**src/rtl/prpdl_pkg.sv**
```systemverilog
// Package for the dual-LAN redundancy entity: constants and carrier types.
// Assumes a single clock domain and byte-wide frame streams.
package prpdl_pkg;
  localparam int PRPDL_CNT_W = 32;
  localparam logic [31:0] PRPDL_CNT_RST = 32'h0000_0000;
  localparam logic [15:0] PRPDL_VLAN_RST = 16'h0000;
  localparam logic [15:0] PRPDL_SEQ_RST = 16'h0000;
  localparam logic [3:0] PRPDL_LAN_A_ID = 4'hA;
  localparam logic [3:0] PRPDL_LAN_B_ID = 4'hB;
  localparam int PRPDL_WIN_DEPTH = 16;

  // Byte stream beat.
  typedef struct packed {
    logic       valid;
    logic [7:0] data;
    logic       last;
  } prpdl_beat_t;

  // Trailer fields delivered by a receive port's parser at frame end.
  typedef struct packed {
    logic        done;     // one-cycle pulse at frame end
    logic        good;     // frame CRC/length ok
    logic        has_rct;  // redundancy trailer present and parsed
    logic [15:0] seq;
    logic [3:0]  lan_id;
  } prpdl_rx_info_t;

  // Per-LAN statistics.
  typedef struct packed {
    logic [31:0] valid_frames;
    logic [31:0] dup_frames;
    logic [31:0] wrong_lan;
    logic [31:0] out_seq;
    logic [31:0] out_seq_low;
  } prpdl_stats_t;

  typedef enum logic [1:0] {
    PRPDL_TX_IDLE,
    PRPDL_TX_BODY,
    PRPDL_TX_SEQ_HI,
    PRPDL_TX_SEQ_LO
  } prpdl_tx_state_t;
endpackage

```
**src/rtl/prpdl_core.sv**
```systemverilog
// Dual-LAN parallel redundancy entity: duplicate transmit, duplicate discard, statistics.
// Assumes the port parsers supply per-frame trailer info on mclk and the MAC accepts bytes.
`timescale 1ns/10ps
module prpdl_core #(
  parameter int WIN_DEPTH = prpdl_pkg::PRPDL_WIN_DEPTH // duplicate window depth
) (
  input wire logic mclk, // system clock, 125 MHz
  input wire logic reset_n, // asynchronous reset, active low
  input wire logic redundancy_en, // feature enable, sampled on mclk
  input wire logic vlan_en, // tag supervision frames
  input wire logic [15:0] vlan_id, // VLAN identifier for supervision frames
  input wire prpdl_pkg::prpdl_beat_t mac_tx, // outgoing stream from the MAC
  input wire logic mac_tx_super, // current frame is a supervision frame
  output logic mac_tx_ready, // MAC may advance a byte
  output prpdl_pkg::prpdl_beat_t first_network_port_tx, // LAN A transmit stream
  output prpdl_pkg::prpdl_beat_t second_network_port_tx, // LAN B transmit stream
  output logic [3:0] tx_lan_id_a, // LAN id appended on LAN A
  output logic [3:0] tx_lan_id_b, // LAN id appended on LAN B
  output logic tx_vlan_insert, // VLAN tag requested for current frame
  output logic [15:0] tx_vlan_tag, // VLAN id for the tag
  input wire prpdl_pkg::prpdl_rx_info_t first_network_port_rx, // LAN A frame info
  input wire prpdl_pkg::prpdl_rx_info_t second_network_port_rx, // LAN B frame info
  output logic accept_a, // pulse: LAN A frame passed to MAC
  output logic accept_b, // pulse: LAN B frame passed to MAC
  output logic drop_a, // pulse: LAN A frame discarded
  output logic drop_b, // pulse: LAN B frame discarded
  output prpdl_pkg::prpdl_stats_t stats_a, // LAN A statistics
  output prpdl_pkg::prpdl_stats_t stats_b, // LAN B statistics
  output logic [31:0] missing_frames // forward sequence jumps seen, one count per jump whatever its size
);
  import prpdl_pkg::*;

  // ==========================================================================
  // Configuration capture
  // ==========================================================================
  logic red_on;
  prpdl_tx_state_t tx_state;
  logic in_frame;
  always_ff @(posedge mclk or negedge reset_n) begin
    if (!reset_n) begin
      red_on <= 1'b0;
    end else if ((tx_state == PRPDL_TX_IDLE && !mac_tx.valid) ||
                 (in_frame && mac_tx.last)) begin
      // Change only between frames so a frame is never half duplicated; a gap in
      // valid inside a frame body is not a frame boundary.
      red_on <= redundancy_en;
    end
  end

  // ==========================================================================
  // Transmit: one stream feeds both ports, trailer carries shared sequence
  // ==========================================================================
  logic [15:0] tx_seq;
  // Ready drops for the two trailer cycles; the MAC must hold its pending byte meanwhile.
  assign mac_tx_ready = (tx_state == PRPDL_TX_IDLE) || (tx_state == PRPDL_TX_BODY);
  assign in_frame = mac_tx.valid && mac_tx_ready;

  always_ff @(posedge mclk or negedge reset_n) begin
    if (!reset_n) begin
      tx_state <= PRPDL_TX_IDLE;
    end else begin
      case (tx_state)
        PRPDL_TX_IDLE: begin
          if (in_frame && mac_tx.last && red_on) begin
            tx_state <= PRPDL_TX_SEQ_HI;
          end else if (in_frame && !mac_tx.last) begin
            tx_state <= PRPDL_TX_BODY;
          end
        end
        PRPDL_TX_BODY: begin
          if (in_frame && mac_tx.last) begin
            tx_state <= red_on ? PRPDL_TX_SEQ_HI : PRPDL_TX_IDLE;
          end
        end
        PRPDL_TX_SEQ_HI: tx_state <= PRPDL_TX_SEQ_LO;
        PRPDL_TX_SEQ_LO: tx_state <= PRPDL_TX_IDLE;
        default: tx_state <= PRPDL_TX_IDLE;
      endcase
    end
  end

  always_ff @(posedge mclk or negedge reset_n) begin
    if (!reset_n) begin
      tx_seq <= PRPDL_SEQ_RST;
    end else if (tx_state == PRPDL_TX_SEQ_LO) begin
      tx_seq <= tx_seq + 16'h0001;
    end
  end

  // Both ports get byte-identical copies; the sequence is appended after the body.
  always_ff @(posedge mclk or negedge reset_n) begin
    if (!reset_n) begin
      first_network_port_tx <= '0;
      second_network_port_tx <= '0;
    end else begin
      case (tx_state)
        PRPDL_TX_SEQ_HI: begin
          first_network_port_tx <= '{valid: 1'b1, data: tx_seq[15:8], last: 1'b0};
          second_network_port_tx <= '{valid: 1'b1, data: tx_seq[15:8], last: 1'b0};
        end
        PRPDL_TX_SEQ_LO: begin
          first_network_port_tx <= '{valid: 1'b1, data: tx_seq[7:0], last: 1'b1};
          second_network_port_tx <= '{valid: 1'b1, data: tx_seq[7:0], last: 1'b1};
        end
        default: begin
          first_network_port_tx <= '{valid: in_frame, data: mac_tx.data,
                                     last: mac_tx.last && !red_on};
          // Without redundancy LAN B stays silent; the single MAC uses LAN A only.
          second_network_port_tx <= '{valid: in_frame && red_on, data: mac_tx.data,
                                      last: 1'b0};
        end
      endcase
    end
  end

  always_ff @(posedge mclk or negedge reset_n) begin
    if (!reset_n) begin
      tx_lan_id_a <= PRPDL_LAN_A_ID;
      tx_lan_id_b <= PRPDL_LAN_B_ID;
      tx_vlan_insert <= 1'b0;
      tx_vlan_tag <= PRPDL_VLAN_RST;
    end else begin
      tx_lan_id_a <= PRPDL_LAN_A_ID;
      tx_lan_id_b <= PRPDL_LAN_B_ID;
      tx_vlan_insert <= vlan_en && mac_tx_super && mac_tx.valid;
      tx_vlan_tag <= vlan_en ? vlan_id : PRPDL_VLAN_RST;
    end
  end

  // ==========================================================================
  // Receive: duplicate discard over a window of recent sequence numbers
  // ==========================================================================
  logic [15:0] win [WIN_DEPTH];
  logic [WIN_DEPTH-1:0] win_vld;
  logic [15:0] exp_seq;
  logic seq_known;
  logic ok_a, ok_b, hit_a, hit_b, take_a, take_b, pass_b_dup;
  logic [WIN_DEPTH-1:0] m_a, m_b;
  logic [15:0] ofs_a, ofs_b;

  assign ok_a = first_network_port_rx.done && first_network_port_rx.good &&
                first_network_port_rx.has_rct && red_on;
  assign ok_b = second_network_port_rx.done && second_network_port_rx.good &&
                second_network_port_rx.has_rct && red_on;

  genvar gi;
  generate
    for (gi = 0; gi < WIN_DEPTH; gi++) begin : g_win
      assign m_a[gi] = win_vld[gi] && (win[gi] == first_network_port_rx.seq);
      assign m_b[gi] = win_vld[gi] && (win[gi] == second_network_port_rx.seq);
    end
  endgenerate

  // A sequence older than the window is taken as new, so a window shallower than
  // the worst skew between the LANs lets late duplicates through.
  assign hit_a = |m_a;
  // Same-cycle copies: LAN A wins, LAN B's copy is then the duplicate.
  assign pass_b_dup = ok_a && (first_network_port_rx.seq == second_network_port_rx.seq);
  assign hit_b = (|m_b) || pass_b_dup;
  assign take_a = ok_a && !hit_a;
  assign take_b = ok_b && !hit_b;
  assign ofs_a = first_network_port_rx.seq - exp_seq;
  assign ofs_b = second_network_port_rx.seq - exp_seq;

  always_ff @(posedge mclk or negedge reset_n) begin
    if (!reset_n) begin
      win_vld <= '0;
      for (int i = 0; i < WIN_DEPTH; i++) begin
        win[i] <= PRPDL_SEQ_RST;
      end
    end else if (take_a && take_b) begin
      // Both accept in one cycle: B lands one slot deep, A in slot 0.
      for (int i = WIN_DEPTH - 1; i > 1; i--) begin
        win[i] <= win[i-2];
        win_vld[i] <= win_vld[i-2];
      end
      win[1] <= second_network_port_rx.seq;
      win_vld[1] <= 1'b1;
      win[0] <= first_network_port_rx.seq;
      win_vld[0] <= 1'b1;
    end else if (take_a || take_b) begin
      for (int i = WIN_DEPTH - 1; i > 0; i--) begin
        win[i] <= win[i-1];
        win_vld[i] <= win_vld[i-1];
      end
      win[0] <= take_a ? first_network_port_rx.seq : second_network_port_rx.seq;
      win_vld[0] <= 1'b1;
    end
  end

  always_ff @(posedge mclk or negedge reset_n) begin
    if (!reset_n) begin
      exp_seq <= PRPDL_SEQ_RST;
      seq_known <= 1'b0;
    end else if (take_a) begin
      exp_seq <= first_network_port_rx.seq + 16'h0001;
      seq_known <= 1'b1;
    end else if (take_b) begin
      exp_seq <= second_network_port_rx.seq + 16'h0001;
      seq_known <= 1'b1;
    end
  end

  always_ff @(posedge mclk or negedge reset_n) begin
    if (!reset_n) begin
      accept_a <= 1'b0;
      accept_b <= 1'b0;
      drop_a <= 1'b0;
      drop_b <= 1'b0;
    end else begin
      accept_a <= take_a;
      accept_b <= take_b;
      drop_a <= ok_a && hit_a;
      drop_b <= ok_b && hit_b;
    end
  end

  // ==========================================================================
  // Statistics: 32-bit wrapping counters, cleared by reset only
  // ==========================================================================
  always_ff @(posedge mclk or negedge reset_n) begin
    if (!reset_n) begin
      stats_a <= '0;
    end else begin
      if (ok_a) stats_a.valid_frames <= stats_a.valid_frames + 32'h0000_0001;
      if (ok_a && hit_a) stats_a.dup_frames <= stats_a.dup_frames + 32'h0000_0001;
      if (ok_a && first_network_port_rx.lan_id != PRPDL_LAN_A_ID) begin
        stats_a.wrong_lan <= stats_a.wrong_lan + 32'h0000_0001;
      end
      if (take_a && seq_known && ofs_a != 16'h0000) begin
        stats_a.out_seq <= stats_a.out_seq + 32'h0000_0001;
      end
      if (take_a && seq_known && ofs_a[15]) begin
        stats_a.out_seq_low <= stats_a.out_seq_low + 32'h0000_0001;
      end
    end
  end

  // LAN B's sequence statistics are skipped when LAN A accepts in the same cycle,
  // because the expected value then follows A's frame, not B's.
  always_ff @(posedge mclk or negedge reset_n) begin
    if (!reset_n) begin
      stats_b <= '0;
    end else begin
      if (ok_b) stats_b.valid_frames <= stats_b.valid_frames + 32'h0000_0001;
      if (ok_b && hit_b) stats_b.dup_frames <= stats_b.dup_frames + 32'h0000_0001;
      if (ok_b && second_network_port_rx.lan_id != PRPDL_LAN_B_ID) begin
        stats_b.wrong_lan <= stats_b.wrong_lan + 32'h0000_0001;
      end
      if (take_b && !take_a && seq_known && ofs_b != 16'h0000) begin
        stats_b.out_seq <= stats_b.out_seq + 32'h0000_0001;
      end
      if (take_b && !take_a && seq_known && ofs_b[15]) begin
        stats_b.out_seq_low <= stats_b.out_seq_low + 32'h0000_0001;
      end
    end
  end

  // A forward jump past the expected value means both copies of a frame were lost.
  always_ff @(posedge mclk or negedge reset_n) begin
    if (!reset_n) begin
      missing_frames <= PRPDL_CNT_RST;
    end else if (seq_known && ((take_a && ofs_a != 16'h0000 && !ofs_a[15]) ||
                               (!take_a && take_b && ofs_b != 16'h0000 && !ofs_b[15]))) begin
      missing_frames <= missing_frames + 32'h0000_0001;
    end
  end

endmodule // prpdl_core

```
**config.mk**
```make
export PLATFORM = sky130hd
export DESIGN_NAME = prpdl_core
export DESIGN_NICKNAME = d
export VERILOG_FILES = /design/src/rtl/prpdl_pkg.sv /design/src/rtl/prpdl_core.sv
export SDC_FILE = /design/constraint.sdc
export NUM_CORES = 2
export LEC_CHECK = 0
export BUFFER_PORTS_ARGS = -buffer_cell sky130_fd_sc_hd__clkbuf_2
export CELL_PAD_IN_SITES_DETAIL_PLACEMENT = 1
export CELL_PAD_IN_SITES_GLOBAL_PLACEMENT = 1
export CORE_MARGIN = 2
export CORE_UTILIZATION = 41
export DETAILED_ROUTE_END_ITERATION = 8
export GPL_ROUTABILITY_DRIVEN = 1
export PLACE_DENSITY = 0.87
export SYNTH_ARGS = -nofsm -noshare
export SYNTH_HDL_FRONTEND = slang
export SYNTH_SLANG_ARGS = --single-unit
```
**constraint.sdc**
```tcl
create_clock -name mclk -period 3.9 [get_ports mclk]
set_clock_uncertainty 0.2 [all_clocks]
set_input_delay 0 -clock mclk [delete_from_list [all_inputs] [get_ports mclk]]
set_output_delay 0 -clock mclk [all_outputs]
set_load 0.02 [all_outputs]
```
==> metrics.yaml, run 1 <==
run_status:
  status: "did not finish"
  lastStage: "global routing"
  tool.error: "[ERROR GRT-0232] Routing congestion too high. Check the congestion heatmap in the GUI."
yosys:
  synthArstFlopShare: 1.00
  ys_seq_area_frac: 0.457
  yosys.cell_types.count: 73
  ys_warn_count: 0
  synth.avg_cell_area_um2: 9.56
  synth_edf_count: 0
  synth-seq-cells: 692
  synthFlopType: "dfrtp_1"
  synthCells: 3968
  synthesis.area_um2: 37900
timing:
  grt_repair_worst_endpoint: "stats_a[59]$_DFFE_PN0P_/D"
  worstEndpointType: "register input"
clocking:
  cts_made_buffers: 78
  h-tree-depth: 3
  clock_path_buffers: 3
  cts_root_buffer: "clkbuf_16"
  cts_num_sinks: 692
floorplanning:
  ios: 479
  die_h_um: 308
  dieWidth_um: 308
  start_util: 0.414
  rows: 111
grt:
  grt_overflow: 4
  grt_max_degree: 88
  grt_usage: 0.598
  antenna_found_initial: 51
place:
  gp_congestion: 0.965
  port_buffers: 470
  place_ws_ns: -0.0382
  dp_hpwl_mm: 112
  placed_cells: 5721
-- cells in the mapped netlist (all sizes together), types with 22 or more instances --
master,n,area share
o21ai,38,0.0050
xnor2,498,0.12
nand2,242,0.024
buf,115,0.019
clkbuf,107,0.011
a21oi,40,0.0053
and4,22,0.0051
xor2,416,0.096
nand3,163,0.022
and2,32,0.0053
nor3,77,0.010
and3,78,0.013
inv,70,0.0069
mux2i,32,0.0084
nor2,662,0.066
nand4,152,0.025
ha,43,0.014
nor4,89,0.018
dfrtp,692,0.46
o22ai,267,0.045
-- metal layers --
layer,global-route usage,overflow
met1,0.584,0
met2,0.708,2
met3,0.532,0
met4,0.550,2
met5,0.375,0
-- logic make-up after synthesis --
logic type | synth area share
flops | 0.457
compound gates | 0.0704
mux | 0.0108
buf+inv | 0.0369
xor+xnor | 0.211
simple gates | 0.200
fa+ha+maj | 0.0142
other cells | 0.000198
-- metrics by stage --
step	util	hold WS, ns	instance area (um2)	setup TNS, ns
global placement	0.478	-0.106	43800	0
CTS	0.521	0.0267	47700	0
floorplan	-	-0.496	37900	0
detailed placement	0.478	-0.0964	43800	-0.0810
-- what timing repair did --
item,CTS
hold endpoints to repair,780
gates resized for setup,13
setup endpoints to repair,24
pin swaps,2
setup buffers,3
hold buffers,114
==> run 2, diff against run 1 <==
Settings changed: CELL_PAD_IN_SITES_DETAIL_PLACEMENT 1 to not set, CELL_PAD_IN_SITES_GLOBAL_PLACEMENT 1 to not set, CORE_UTILIZATION 41 to 40, PLACE_DENSITY 0.87 to not set, PLACE_DENSITY_LB_ADDON set to 0.15.
Clock period 3.9 ns to 5.1 ns, I/O delays scaled along.
==> run 2 against run 1 <==
Effect of this change: the run now ends clean; synthesized cell count did not move; area after synthesis is the same.
==> metrics.yaml, run 2 <==
place:
  port_buffers: 470  # unchanged
  gp_congestion: 0.922  # -4.5%
  place_ws_ns: 0.628  # +0.667 ns
  dp_hpwl_mm: 96.3  # -14%
  placed_area_um2: 41900  # -4.3%
worst_setup_path:
  r2r_cells: 13
  worstSetupPathType: "flop to flop"
  startpoint_type: "flop"
  arrival_ns: 4.74
  timing.rr.start: "exp_seq[1]"
  cp.required_ns: 5.50
  cp_max_fo: 24
  reg2reg_slack_ns: 0.76
  rr_endpoint: "missing_frames[30]"
  end_kind: "flop"
power:
  p_leak_uw: 0.0201
  p_per_area_nw_per_um2: 462
  peakVddDrop_uv: 328
finish:
  layout_common_cells: "dfrtp_1 (692), nor2_1 (661), xnor2_1 (496), clkbuf_2 (469), xor2_1 (416)"
  layout_commonest_cell: "dfrtp_1"
  fillers: 8904
  fin_area_um2: 45800
  reg_top3: "win: 256 flops, stats_a: 160 flops, stats_b: 160 flops"
  syn2layout_area_growth_pct: 20.7
  drive_gt1_frac: 0.170
  largest_register_ffs: 256
  top_register: "win"
  final_net_count: 4644
grt:
  grt_max_degree: 147
  grt_overflow: 0
  grt_pass1_wl_mm: 206
  antenna_found_initial: 4
  grt_usage: 0.274
  grt_pass1_vias: 31200
routing:
  drtIter0Drc: 3056
  wl_per_cell_um: 23.2
  postRouteAntennaNets: 0
  viasPerCell: 5.56
  drt_drc_violations_left: 0
  dr.pass1.iters: 6
  vias: 32500
  drt-total-wl_mm: 136
timing:
  rsz0062_at_grt: "no"
  slew_violations: 0
  clock.fmax_mhz: 230
  finalSetupViolations: 0
  slew_headroom: 0.211
  finalWorstSetupSlack_ns: 0.758
  tns_ns: 0
  hold_viol: 0
  min_period_over_period: 0.851
  max_slew.worst_pin.slew_ns: 1.18
  final.min_clock_period_ns: 4.34
yosys:
  synthAdderAreaFrac: 0.0142  # unchanged
  synth_xor_area_frac: 0.211  # unchanged
  ys_seq_area_frac: 0.457  # unchanged
  synth_compound_area_frac: 0.0704  # unchanged
  synth.avg_cell_area_um2: 9.56  # unchanged
  netlist_top_cells_area: "dfrtp_1 (46%), xnor2_1 (11%), xor2_1 (9.6%), nor2_1 (6.6%), o22ai_1 (4.3%)"
  synthCells: 3968  # unchanged
  synth_common_cells: "dfrtp_1 (692), nor2_1 (662), xnor2_1 (497)"
  yosysMostFrequentCell: "dfrtp_1"
  synthSimpleGateAreaFrac: 0.200  # unchanged
  ys_warn_count: 0  # unchanged
  yosys.cell_types.count: 73  # unchanged
  synthMuxAreaShare: 0.0108  # unchanged
  synthFlopType: "dfrtp_1"
  synth-seq-cells: 692  # unchanged
  synth_edf_count: 0  # unchanged
  synth_top_family_by_area: "XOR/XNOR gates"
  synth_top_area_frac: 0.457  # unchanged
  yosys.area.top_type: "dfrtp_1"
  synthArstFlopShare: 1.00  # unchanged
  synthesis.area_um2: 37900  # unchanged
clocking:
  cts_num_sinks: 692  # unchanged
  clock_path_buffers: 3  # unchanged
  worstSkewPairLatency_ns: 0.69
  post_cts_buffers: 0  # -3
  cts_made_buffers: 82  # +5.1%
  cts_root_buffer: "clkbuf_16"
  clk_pin_slew_ns: 0.06
  h-tree-depth: 3  # unchanged
  cts_tree: "yes"
hold_path:
  whs_endpoint: "second_network_port_tx[9]"
  hold_start: "mac_tx[9]"
  hold_path.class: "primary input to flop"
  min_path_cells: 4
floorplanning:
  core_area_um2: 93600
  rows: 112  # +0.90%
  dieWidth_um: 312  # +1.2%
  die_h_um: 312  # +1.2%
  start_util: 0.405  # -0.00860
  ios: 479  # unchanged
  dieArea_um2: 97300
run_status:
  status: "completed"
run:
  drv_cap: 0
-- run 2: stage by stage --
step | hold slack (ns) | power (uW) | util | instances
final | 0.0559 | 21100 | 0.489 | 5845
after global routing | 0.0453 | 22200 | 0.489 | 5845
after CTS | 0.0193 | 21100 | 0.489 | 5843
after detailed placement | -0.150 | 14900 | 0.448 | 5594
after global placement | -0.154 | 14900 | 0.448 | 5594
after floorplan | -0.496 | 12400 | - | 3974
-- run 2: area by class of cell --
class | count | area, um2 | area share
multi-input combinational | 2990 | 19300 | 0.421
sequential | 692 | 17300 | 0.378
timing repair buffer | 688 | 4550 | 0.0995
clock buffer | 116 | 2350 | 0.0513
tap | 1254 | 1570 | 0.0343
clock inverter | 33 | 443 | 0.00968
inverter | 70 | 263 | 0.00574
antenna | 2 | 5.00 | 0.000109
-- run 2: power by group --
| group | internal [uW] | switching, uW | leakage [uW] | total (uW) |
|---|---|---|---|---|
| registers | 6600 | 2490 | 0.00834 | 9090 |
| logic | 2720 | 3260 | 0.0104 | 5980 |
| clock network | 3510 | 2560 | 0.00137 | 6070 |
-- run 2: worst max path at each step --
stage | start | to | depth (start not counted)
final | exp_seq[1] | missing_frames[30] | 13
after global routing | exp_seq[1] | missing_frames[23] | 13
after CTS | exp_seq[1] | missing_frames[29] | 13
after detailed placement | first_network_port_rx[5] | missing_frames[30] | 13
after global placement | first_network_port_rx[4] | missing_frames[25] | 14
after floorplan | win[51] | exp_seq[12] | 19
-- run 2: per-layer routing --
| metal | vias up | track usage | share of wire |
|---|---|---|---|
| met5 | - | 0 | 0.00020 |
| met4 | 4 | 0.0919 | 0.033 |
| met3 | 286 | 0.0639 | 0.087 |
| met2 | 1434 | 0.427 | 0.45 |
| met1 | 16100 | 0.377 | 0.43 |
| li1 | 14700 | - | - |
-- run 2: logic make-up (layout without fill, tap and decap cells) --
group                      count (synthesis)  count (layout)
other                                      2              10
buffers and inverters                    292             907
AOI/OAI and AO/OA                        414             414
and+or+nand+nor                         1571            1571
muxes                                     40              40
DFF                                      692             692
adders and majority gates                 43              43
xor gates and xnor gates                 914             914
-- run 2: repair_timing --
action                                  CTS  global route
hold buffers                            100             0
hold endpoints to repair                774             0
resized for setup                         0             0
endpoints found under the setup margin    0             0
-- run 2: critical path: stages (launching register included) --
cell       delay [ns]
dfrtp_1          0.32
inv_1            0.08
ha_1             0.30
nor2b_1          0.28
o211ai_1         0.18
a311oi_1         0.65
a31o_2           0.29
a21oi_1          0.11
xnor2_1          0.14
a2111oi_1        0.78
a31oi_4          0.19
buf_12           0.25
nor4_2           0.30
xor2_1           0.18
No activity file was read; power rests on OpenSTA's default activity.
